## src/capd_pkg.sv

```systemverilog
// shared constants and types for the capacity LED display and init block
package capd_pkg;

   // register map: serial command register
   localparam logic [7:0] RESET_CMD_ADDR   = 8'h00;
   localparam logic [7:0] RESET_CMD_VALUE  = 8'h78;

   // preset values loaded at initialization
   localparam logic [7:0] CAC_LOW_INIT     = 8'h00;
   localparam logic [7:0] REL_FULL_INIT    = 8'h64;
   localparam logic [7:0] REL_EMPTY_INIT   = 8'h00;
   localparam logic [7:0] FLAGS_FULL_INIT  = 8'h90;
   localparam logic [7:0] FLAGS_EMPTY_INIT = 8'h10;
   localparam logic [7:0] ZERO_BYTE        = 8'h00;

   // percentage band limits
   localparam logic [6:0] PCT_SCALE        = 7'd100;
   localparam logic [6:0] INC_LED_SEGMENT_FOUR_PCT     = 7'd90;
   localparam logic [6:0] INC_LED_SEGMENT_THREE_PCT     = 7'd50;
   localparam logic [6:0] INC_LED_SEGMENT_TWO_PCT     = 7'd20;
   localparam logic [6:0] BIN_BOTH_PCT     = 7'd70;
   localparam logic [6:0] BIN_ONE_PCT      = 7'd40;
   localparam logic [6:0] BIN_TWO_PCT      = 7'd10;
   localparam logic [6:0] BAR_FIVE_PCT     = 7'd80;
   localparam logic [6:0] BAR_FOUR_PCT     = 7'd60;
   localparam logic [6:0] BAR_THREE_PCT    = 7'd40;
   localparam logic [6:0] BAR_TWO_PCT      = 7'd20;

   // timing: clock and millisecond time base
   localparam int CLK_PERIOD_NS  = 20;
   localparam int TICK_NS        = 1000000;
   localparam int TICK_CYC       = TICK_NS / CLK_PERIOD_NS;
   localparam int MS_PER_S       = 1000;
   // display on-time after request
   localparam int SHOW_ON_S      = 4;
   localparam int INC_ON_S       = 10;
   localparam int SHOW_ON_MS     = SHOW_ON_S * MS_PER_S;
   localparam int INC_ON_MS      = INC_ON_S * MS_PER_S;
   // bank modulation
   localparam int BANK_HZ        = 100;
   localparam int BANK_DUTY_PCT  = 30;
   localparam int BANK_PERIOD_MS = MS_PER_S / BANK_HZ;
   localparam int BANK_ON_MS     = BANK_PERIOD_MS * BANK_DUTY_PCT / 100;
   localparam int BANK_B_START   = BANK_PERIOD_MS / 2;
   // low-battery blink
   localparam int BLINK_HZ       = 4;
   localparam int BLINK_HALF_MS  = MS_PER_S / (2 * BLINK_HZ);

   // synchronised pin positions
   localparam int PIN_REQ_N    = 0;
   localparam int PIN_MODE_HI  = 1;
   localparam int PIN_MODE_LO  = 2;
   localparam int PIN_FILL     = 3;
   localparam logic [3:0] PIN_SYNC_RESET = 4'h1;

   typedef enum logic [1:0] {
      ST_INIT = 2'b00,
      ST_IDLE = 2'b01,
      ST_SHOW = 2'b11
   } capd_state_t;

   typedef enum logic [1:0] {
      MODE_INCR = 2'b00,
      MODE_BIN  = 2'b01,
      MODE_BAR  = 2'b10
   } capd_mode_t;

endpackage : capd_pkg

```

## src/capd_tick_if.sv

```systemverilog
// carries the millisecond time-base tick between modules
`timescale 1ns/10ps
interface capd_tick_if;
   logic tick;
   modport src (output tick);
   modport snk (input tick);
endinterface : capd_tick_if

```

## src/capd_tick_gen.sv

```systemverilog
// periodic one-cycle tick generator
`timescale 1ns/10ps
module capd_tick_gen #(
   parameter int CYC = capd_pkg::TICK_CYC
) (
   // clock and reset
   input  wire logic   clk,
   input  wire logic   rstn,
   // tick out
   capd_tick_if.src    tk
);

   typedef struct packed {
      logic [31:0] cnt;
      logic        tick;
   } capd_tick_st_t;

   capd_tick_st_t cur_ff;
   capd_tick_st_t nxt_ff;

   always_comb
   begin
      nxt_ff      = cur_ff;
      nxt_ff.tick = 1'b0;
      if (cur_ff.cnt == 32'(CYC - 1))
      begin
         nxt_ff.cnt  = 32'h0;
         nxt_ff.tick = 1'b1;
      end
      else
      begin
         nxt_ff.cnt = cur_ff.cnt + 32'h1;
      end
   end

   always_ff @(posedge clk or negedge rstn)
   begin
      if (!rstn)
      begin
         cur_ff <= '0;
      end
      else
      begin
         cur_ff <= nxt_ff;
      end
   end

   assign tk.tick = cur_ff.tick;

endmodule : capd_tick_gen

```

## src/capd_led_display.sv

```systemverilog
// capacity LED display driver with init presets and reset command
// Overview of operation
// - Incremental mode lights exactly one of segments one to four by the 90/50/20 percent bands.
// - A high mode pin selects binary mode on segments one and two only.
// - Binary mode shows both on from 70, one only from 40, two only from 10, none below 10.
// - A floating mode pin selects bar graph mode, one more segment per 20 percent band.
// - In bar and incremental modes the first empty warning blinks segment one, others off.
// - In binary and bar modes a low display request keeps segments active 4 s, then off.
// - Writing 78h to the command register at 00h runs the full initialization.
// - Init with fill pin high loads full count into full reference and high byte, 64h, 90h.
// - Init with fill pin low clears reference, both bytes and relative charge, flags 10h.
// - Percent is capacity over full reference; incremental mode stays active 10 s.
// - Segments one, three, five and two, four alternate as banks at 100 Hz, 30 percent each.
// - The low-battery blink of segment one runs at 4 Hz, toggling every 125 ms, while the first warning is set in bar and incremental modes.
// - The final empty warning disables every segment in every mode.
`timescale 1ns/10ps
module capd_led_display #(
   parameter int TICK_CYC      = capd_pkg::TICK_CYC,
   parameter int SHOW_ON_MS    = capd_pkg::SHOW_ON_MS,
   parameter int INC_ON_MS     = capd_pkg::INC_ON_MS,
   parameter int BLINK_HALF_MS = capd_pkg::BLINK_HALF_MS
) (
   // clock and reset
   input  wire logic       clk,
   input  wire logic       rstn,
   // pins from outside
   input  wire logic       display_request_n,
   input  wire logic       display_mode_select_pin_hi,
   input  wire logic       display_mode_select_pin_lo,
   input  wire logic       init_fill_select_pin,
   // serial command write from the host port decoder
   input  wire logic       cmd_wr,
   input  wire logic [7:0] cmd_addr,
   input  wire logic [7:0] cmd_data,
   // gauge state
   input  wire logic [7:0] programmed_full_count,
   input  wire logic [7:0] comp_capacity_now,
   input  wire logic       first_empty_warning,
   input  wire logic       final_empty_warning,
   // LED pins
   output logic [4:0]      led_segment_oe_n,
   output logic            led_common_output,
   // initialized registers
   output logic [7:0]      full_capacity_reference,
   output logic [7:0]      comp_capacity_high_byte,
   output logic [7:0]      comp_capacity_low_byte,
   output logic [7:0]      relative_charge,
   output logic [7:0]      flags_one,
   output logic            init_done
);

   typedef struct packed {
      logic [3:0]           sync1;
      logic [3:0]           sync2;
      logic                 req_prev;
      capd_pkg::capd_state_t st;
      capd_pkg::capd_mode_t  mode;
      logic [7:0]           full;
      logic [7:0]           cap_hi;
      logic [7:0]           cap_lo;
      logic [7:0]           rel;
      logic [7:0]           flags;
      logic [13:0]          timer;
      logic [3:0]           phase;
      logic [7:0]           blink_cnt;
      logic                 blink;
      logic [4:0]           seg_oe_n;
      logic                 com;
      logic                 init_pulse;
   } capd_state_st_t;

   capd_state_st_t cur_ff;
   capd_state_st_t nxt_ff;

   capd_tick_if ms_if ();

   capd_tick_gen #(
      .CYC  (TICK_CYC)
   ) u_ms_tick (
      .clk  (clk),
      .rstn (rstn),
      .tk   (ms_if.src)
   );

   // capacity at or above pct percent of the full reference
   function automatic logic pct_ge(input logic [7:0] cac, input logic [7:0] full,
                                   input logic [6:0] pct);
      logic [15:0] lhs;
      logic [15:0] rhs;
      lhs = 16'(cac) * 16'(capd_pkg::PCT_SCALE);
      rhs = 16'(full) * 16'(pct);
      return lhs >= rhs;
   endfunction : pct_ge

   logic [4:0] seg_on;
   logic       bank_a;
   logic       bank_b;
   logic       req_fall;
   logic       reset_cmd;
   logic [7:0] cac;

   always_comb
   begin
      cac       = comp_capacity_now;
      req_fall  = cur_ff.req_prev & ~cur_ff.sync2[capd_pkg::PIN_REQ_N];
      reset_cmd = cmd_wr && (cmd_addr == capd_pkg::RESET_CMD_ADDR)
                  && (cmd_data == capd_pkg::RESET_CMD_VALUE);
      bank_a    = cur_ff.phase < 4'(capd_pkg::BANK_ON_MS);
      bank_b    = (cur_ff.phase >= 4'(capd_pkg::BANK_B_START))
                  && (cur_ff.phase < 4'(capd_pkg::BANK_B_START + capd_pkg::BANK_ON_MS));
      seg_on    = 5'h00;
      case (cur_ff.mode)
         capd_pkg::MODE_INCR:
         begin
            if (first_empty_warning)
               seg_on = {4'h0, cur_ff.blink};
            else if (pct_ge(cac, cur_ff.full, capd_pkg::INC_LED_SEGMENT_FOUR_PCT))
               seg_on = 5'h08;
            else if (pct_ge(cac, cur_ff.full, capd_pkg::INC_LED_SEGMENT_THREE_PCT))
               seg_on = 5'h04;
            else if (pct_ge(cac, cur_ff.full, capd_pkg::INC_LED_SEGMENT_TWO_PCT))
               seg_on = 5'h02;
            else
               seg_on = 5'h01;
         end
         capd_pkg::MODE_BIN:
         begin
            if (pct_ge(cac, cur_ff.full, capd_pkg::BIN_BOTH_PCT))
               seg_on = 5'h03;
            else if (pct_ge(cac, cur_ff.full, capd_pkg::BIN_ONE_PCT))
               seg_on = 5'h01;
            else if (pct_ge(cac, cur_ff.full, capd_pkg::BIN_TWO_PCT))
               seg_on = 5'h02;
            else
               seg_on = 5'h00;
         end
         capd_pkg::MODE_BAR:
         begin
            if (first_empty_warning)
               seg_on = {4'h0, cur_ff.blink};
            else if (pct_ge(cac, cur_ff.full, capd_pkg::BAR_FIVE_PCT))
               seg_on = 5'h1F;
            else if (pct_ge(cac, cur_ff.full, capd_pkg::BAR_FOUR_PCT))
               seg_on = 5'h0F;
            else if (pct_ge(cac, cur_ff.full, capd_pkg::BAR_THREE_PCT))
               seg_on = 5'h07;
            else if (pct_ge(cac, cur_ff.full, capd_pkg::BAR_TWO_PCT))
               seg_on = 5'h03;
            else
               seg_on = 5'h01;
         end
         default:
         begin
            seg_on = 5'h00;
         end
      endcase
      if (final_empty_warning)
         seg_on = 5'h00;
   end

   always_comb
   begin
      nxt_ff            = cur_ff;
      nxt_ff.sync1      = {init_fill_select_pin, display_mode_select_pin_lo,
                           display_mode_select_pin_hi, display_request_n};
      nxt_ff.sync2      = cur_ff.sync1;
      nxt_ff.req_prev   = cur_ff.sync2[capd_pkg::PIN_REQ_N];
      nxt_ff.init_pulse = 1'b0;

      // millisecond time base: bank phase and blink
      if (ms_if.snk.tick)
      begin
         if (cur_ff.phase == 4'(capd_pkg::BANK_PERIOD_MS - 1))
            nxt_ff.phase = 4'h0;
         else
            nxt_ff.phase = cur_ff.phase + 4'h1;
         if (cur_ff.blink_cnt == 8'(BLINK_HALF_MS - 1))
         begin
            nxt_ff.blink_cnt = 8'h00;
            nxt_ff.blink     = ~cur_ff.blink;
         end
         else
         begin
            nxt_ff.blink_cnt = cur_ff.blink_cnt + 8'h01;
         end
      end

      case (cur_ff.st)
         capd_pkg::ST_INIT:
         begin
            if (cur_ff.sync2[capd_pkg::PIN_MODE_HI])
               nxt_ff.mode = capd_pkg::MODE_BIN;
            else if (cur_ff.sync2[capd_pkg::PIN_MODE_LO])
               nxt_ff.mode = capd_pkg::MODE_INCR;
            else
               nxt_ff.mode = capd_pkg::MODE_BAR;
            if (cur_ff.sync2[capd_pkg::PIN_FILL])
            begin
               nxt_ff.full   = programmed_full_count;
               nxt_ff.cap_hi = programmed_full_count;
               nxt_ff.cap_lo = capd_pkg::CAC_LOW_INIT;
               nxt_ff.rel    = capd_pkg::REL_FULL_INIT;
               nxt_ff.flags  = capd_pkg::FLAGS_FULL_INIT;
            end
            else
            begin
               nxt_ff.full   = capd_pkg::ZERO_BYTE;
               nxt_ff.cap_hi = capd_pkg::ZERO_BYTE;
               nxt_ff.cap_lo = capd_pkg::ZERO_BYTE;
               nxt_ff.rel    = capd_pkg::REL_EMPTY_INIT;
               nxt_ff.flags = capd_pkg::FLAGS_EMPTY_INIT;
            end
            nxt_ff.timer      = 14'h0;
            nxt_ff.init_pulse = 1'b1;
            nxt_ff.st         = capd_pkg::ST_IDLE;
         end
         capd_pkg::ST_IDLE, capd_pkg::ST_SHOW:
         begin
            if (cur_ff.st == capd_pkg::ST_SHOW && ms_if.snk.tick)
            begin
               if (cur_ff.timer <= 14'h1)
                  nxt_ff.st = capd_pkg::ST_IDLE;
               nxt_ff.timer = cur_ff.timer - 14'h1;
            end
            if (req_fall)
            begin
               nxt_ff.st = capd_pkg::ST_SHOW;
               if (cur_ff.mode == capd_pkg::MODE_INCR)
                  nxt_ff.timer = 14'(INC_ON_MS);
               else
                  nxt_ff.timer = 14'(SHOW_ON_MS);
            end
            if (reset_cmd)
               nxt_ff.st = capd_pkg::ST_INIT;
         end
         default:
         begin
            nxt_ff.st = capd_pkg::ST_INIT;
         end
      endcase

      // drive low only while showing and the segment's bank is active
      if (cur_ff.st == capd_pkg::ST_SHOW)
      begin
         nxt_ff.seg_oe_n = ~(seg_on & {bank_a, bank_b, bank_a, bank_b, bank_a});
         nxt_ff.com      = 1'b1;
      end
      else
      begin
         nxt_ff.seg_oe_n = 5'h1F;
         nxt_ff.com      = 1'b0;
      end
   end

   always_ff @(posedge clk or negedge rstn)
   begin
      if (!rstn)
      begin
         cur_ff          <= '0;
         cur_ff.sync1    <= capd_pkg::PIN_SYNC_RESET;
         cur_ff.sync2    <= capd_pkg::PIN_SYNC_RESET;
         cur_ff.req_prev <= 1'b1;
         cur_ff.st       <= capd_pkg::ST_INIT;
         cur_ff.mode     <= capd_pkg::MODE_BAR;
         cur_ff.seg_oe_n <= 5'h1F;
      end
      else
      begin
         cur_ff <= nxt_ff;
      end
   end

   assign led_segment_oe_n        = cur_ff.seg_oe_n;
   assign led_common_output       = cur_ff.com;
   assign full_capacity_reference = cur_ff.full;
   assign comp_capacity_high_byte = cur_ff.cap_hi;
   assign comp_capacity_low_byte  = cur_ff.cap_lo;
   assign relative_charge         = cur_ff.rel;
   assign flags_one               = cur_ff.flags;
   assign init_done               = cur_ff.init_pulse;

endmodule : capd_led_display

```

## config.mk

```make
export PLATFORM = sky130hd
export DESIGN_NAME = capd_led_display
export DESIGN_NICKNAME = d
export VERILOG_FILES = /design/src/capd_pkg.sv /design/src/capd_tick_if.sv /design/src/capd_tick_gen.sv /design/src/capd_led_display.sv
export SDC_FILE = /design/constraint.sdc
export NUM_CORES = 1
export LEC_CHECK = 0
export BUFFER_PORTS_ARGS = -buffer_cell sky130_fd_sc_hd__clkbuf_2
export CAP_MARGIN = 10
export CORE_MARGIN = 1
export CORE_UTILIZATION = 56
export CTS_CLUSTER_DIAMETER = 60
export CTS_CLUSTER_SIZE = 14
export DETAILED_ROUTE_END_ITERATION = 6
export PLACE_DENSITY = 0.87
export SYNTH_ARGS = -nofsm -noshare
export SYNTH_HDL_FRONTEND = slang
export SYNTH_HIERARCHICAL = 1
export SYNTH_SLANG_ARGS = --single-unit
export TNS_END_PERCENT = 50
```

## constraint.sdc

```tcl
create_clock -name clk -period 4.6 [get_ports clk]
set_clock_uncertainty 0.15 [all_clocks]
set_input_delay 1.15 -clock clk [delete_from_list [all_inputs] [get_ports clk]]
set_output_delay 1.15 -clock clk [all_outputs]
set_load 0.1 [all_outputs]
```

==> results.txt <==
The total number of nets in the final design came out at 1494. The fill cell total of the finished layout came out at between 1000 and 1500. The remaining antenna violation count came out at 0. The maximum fanout along the worst path came out at 3. The part of the total power dissipated in sequential elements is 28.8%. Signal routing reaches up to met4. The total count of hold-check failures in the final report is 0. The most instantiated flip-flop cell in the synthesis netlist is dfrtp_1. The number of warnings issued by yosys came out at 6. The worst-case IR drop observed on VDD is 0.000198 V. The highest attainable clock frequency is 199 MHz. The area enclosed by the die boundary came out at 18000 um^2. At the later pin of the worst-skew pair, clock insertion delay measures ~0.35 ns. Clock-pin slew was measured on the worst setup and hold paths at 0.06 ns. The number of antenna violations at the first check in global routing is 0. Routability-driven placement finished with a final weighted congestion of 0.900. The clock root buffer master is clkbuf_16. The flip-flop and latch count after synthesis came out at 90.

The number of clock buffers added by TritonCTS is 9. The power spent charging and discharging nets is 1070 uW. The summed negative setup slack over all endpoints came out at -1.28 ns. The floorplan step set the die height to 134 um.

The number of buffers added on ports is between 60 and 70. The number of hold-repair buffers added at the cts stage came out at 0. The routed wire length is 26.3 mm. The fraction of power consumed by combinational cells came out at 46.4%. The layout cell share with drive strength beyond 1 is 24.6%. Setup repair after global routing could not meet its margin everywhere. The initialized floorplan defines 47 standard-cell rows.

The mean instance size in the synthesized netlist is 9.28 um^2. The leftover overflow at the end of global routing came out at 0. The met3 layer wire length in the routed design came out at 1.69 mm.

The max-slew violation count was 0. Of the total power, the share spent switching nets is 37.2%. The cell area after technology mapping came out at 9800 um^2.

The depth of the CTS H-tree is 3. In this run the most critical hold path is launched from cur_ff[86]. TritonCTS built the clock tree. In this run the critical register-to-register path is launched from full_capacity_reference[1]. The detailed router's first-iteration violation count is 609. The detailed-router iteration count before antenna repair is 5. The actual transition at the worst max-transition pin is 0.893 ns. The tool flagged a number of max-cap violations equal to 0. The worst hold path passes through 0 cells. The core area is between 15000 and 20000 um^2.

The run finished, with violations left. The per-cell routed wire length came out at 18.3 um. The worst setup path is captured at a flop.

The checks that failed: setup timing. The number of vias per cell came out at 6.01. The number of antenna diodes in the final layout is 0. The area of combinational cells with multiple inputs came out at 7340 um^2. The layout overhead on the synthesized area came out at 21.2%. Detailed placement ended at an HPWL of 19.1 mm.

The effective utilization at floorplan came out at between 50% and 60%. The class of the worst hold path is reg2reg. In the final layout, flip-flops and latches occupy 2270 um^2. The boundary pin count is 88.

Leaving out fill and tap cells, the most frequent cells in the layout are ha_1, inv_1, buf_4, dfrtp_1, clkbuf_2. The leakage power came out at 0.00591 uW. After synthesis, the share of flip-flops with an asynchronous set or reset is 100%.

The count of mapped cells out of synthesis is 1056. Summed over all nets, wire length on met2 after detailed routing comes to 13.0 mm. The horizontal die dimension came out at 134 um.

The clock share of power is between 20% and 30%. The netlist uses 71 different library cells. The clock period minus worst slack is 5.03 ns.

The number of global-route vias before repair is 8673. The relative slew slack is roughly 40%. The worst setup path is launched from a primary input. By startpoint and endpoint, the worst setup path is classified as in2reg.

The arrival time reported for the critical path endpoint came out at 5.13 ns. The final setup slack of the worst path is -0.435 ns. The first global-routing pass estimated 40.9 mm of wire. In this run the critical register-to-register path is captured at led_segment_oe_n[1]. Setup violations remaining at the end of the flow were counted as 4. For this design the ratio of total power to cell area is 242 nW/um^2.

Summing internal, switching and leakage power gives 2870 uW. The number of flops mapped to enable cells by yosys is 0. For this run, design rule violations remaining after detail routing come to 0. The pin count of the biggest net entering global routing is 73.

Setup slack on the worst reg-to-reg path comes out at -0.34 ns. The sink of the worst hold path is cur_ff[82]. Global routing used between 20% and 30% of the available tracks across all layers. The part of the Yosys area used for sequential elements came out at 23.1%. The overall via count from detail_route came out at 8635. The internal power contribution is roughly 1800 uW. STA puts the critical path data required time at 4.70 ns.

The clock passes through at most 2 buffers. Counting every sink on the clock net gives 90. The worst register-to-register path has a depth of 20. Leaving out fill and tap cells, the most frequent cell in the layout is ha_1. For this block, wires on met1 add up to 10.6 mm. The share of the clock period used by the worst path is 109%.
## state kept, by name, indices dropped and copies added (netlist names)
name                     count
init_done                    1
flags_one                    1
led_common_output            1
u_ms_tick/tk.tick            1
full_capacity_reference      8
relative_charge              1
cur_ff                      40
u_ms_tick/cur_ff            32
led_segment_oe_n             5
## per-layer routing
layer | up-vias | track usage, %
met5 | - | 0
li1 | 3984 | -
met3 | 94 | 5.22
met4 | 0 | 10.7
met1 | 4204 | 35.0
met2 | 353 | 50.4
## kinds of logic after synthesis
family	count (synthesis)	synth area share, %
xor+xnor	79	7.06
buf+inv	172	8.33
simple gates	259	14.0
other cells	1	0.0383
flops	90	23.1
compound gates	213	13.8
fa+ha+maj	242	33.7
## worst max-delay path by stage
stage / from / cells after the start / end / slack [ns]
after CTS: comp_capacity_now[0] / 18 / led_segment_oe_n[1] / -0.30
after floorplan: comp_capacity_now[3] / 15 / led_segment_oe_n[1] / -0.57
after global placement: comp_capacity_now[2] / 17 / led_segment_oe_n[1] / -0.71
after global routing: comp_capacity_now[3] / 17 / led_segment_oe_n[1] / -0.57
final: comp_capacity_now[3] / 17 / led_segment_oe_n[1] / -0.43
after detailed placement: comp_capacity_now[3] / 16 / led_segment_oe_n[1] / -0.81
## what timing repair did
action	in CTS	in global routing
pin swaps	29	39
resized for setup	36	55
endpoints found under the setup margin	4	4
setup buffers	5	11
## cells in the mapped netlist (5+ instances only)
cell / number / share of area [%]
and3_1: 9 / 0.57
nand4_1: 24 / 1.5
xnor2_1: 54 / 4.8
nor2_1: 57 / 2.2
o21bai_1: 9 / 0.69
or3_1: 7 / 0.45
ha_1: 206 / 26
a21o_1: 26 / 2.0
a31oi_1: 9 / 0.57
nor3_1: 18 / 0.92
buf_4: 45 / 3.4
a21oi_1: 54 / 2.8
nand2b_1: 15 / 0.96
xor2_1: 25 / 2.2
fa_1: 36 / 7.4
o21ai_0: 61 / 3.1
o22ai_1: 5 / 0.32
clkbuf_1: 9 / 0.34
inv_1: 117 / 4.5
nor4_1: 6 / 0.38
a211oi_1: 5 / 0.38
dfrtp_1: 81 / 21
o21a_1: 6 / 0.46
dfstp_2: 9 / 2.4
nand2_1: 48 / 1.8
nor2b_1: 10 / 0.64
nand3_1: 36 / 1.8
## stage by stage
stage          std cells  util [%]  hold WS (ns)  area (um^2)  setup slack [ns]
3_3_place_gp        1405      65.1         0.183        10900            -0.712
6_report            1436      70.6         0.200        11900            -0.435
2_1_floorplan       1074         -         0.181         9970            -0.573
4_1_cts             1426      68.3         0.203        11500            -0.299
3_5_place_dp        1405      65.1         0.188        10900            -0.810
5_1_grt             1436      70.6         0.212        11900            -0.566
## critical path, stage by stage
cell       delay (ns)
clkbuf_16        0.13
ha_4             0.24
ha_4             0.26
fa_1             0.45
ha_4             0.30
nor2b_4          0.16
o2111ai_2        0.12
and3b_2          0.30
xnor2_4          0.28
ha_4             0.25
a21o_1           0.18
a21o_1           0.17
a21oi_1          0.17
o21ai_1          0.12
or2_2            0.30
o311a_1          0.32
o311ai_2         0.22
## cell type report
class,instances,share of cell area (%)
Timing Repair Buffer,181,10.6
Multi-Input combinational cell,812,61.8
Clock buffer,12,2.16
Clock inverter,4,0.295
Inverter,117,3.70
Sequential cell,90,19.1
Tap cell,220,2.32
## power by group through the flow
stage / registers (uW) / logic [uW] / clock network (uW)
after floorplan: 836 / 737 / 0
after global placement: 840 / 1010 / 0
after detailed placement: 841 / 1070 / 0
after CTS: 826 / 1150 / 722
after global routing: 829 / 1420 / 756
final: 827 / 1330 / 714
Power figures use the tool's default switching activity.
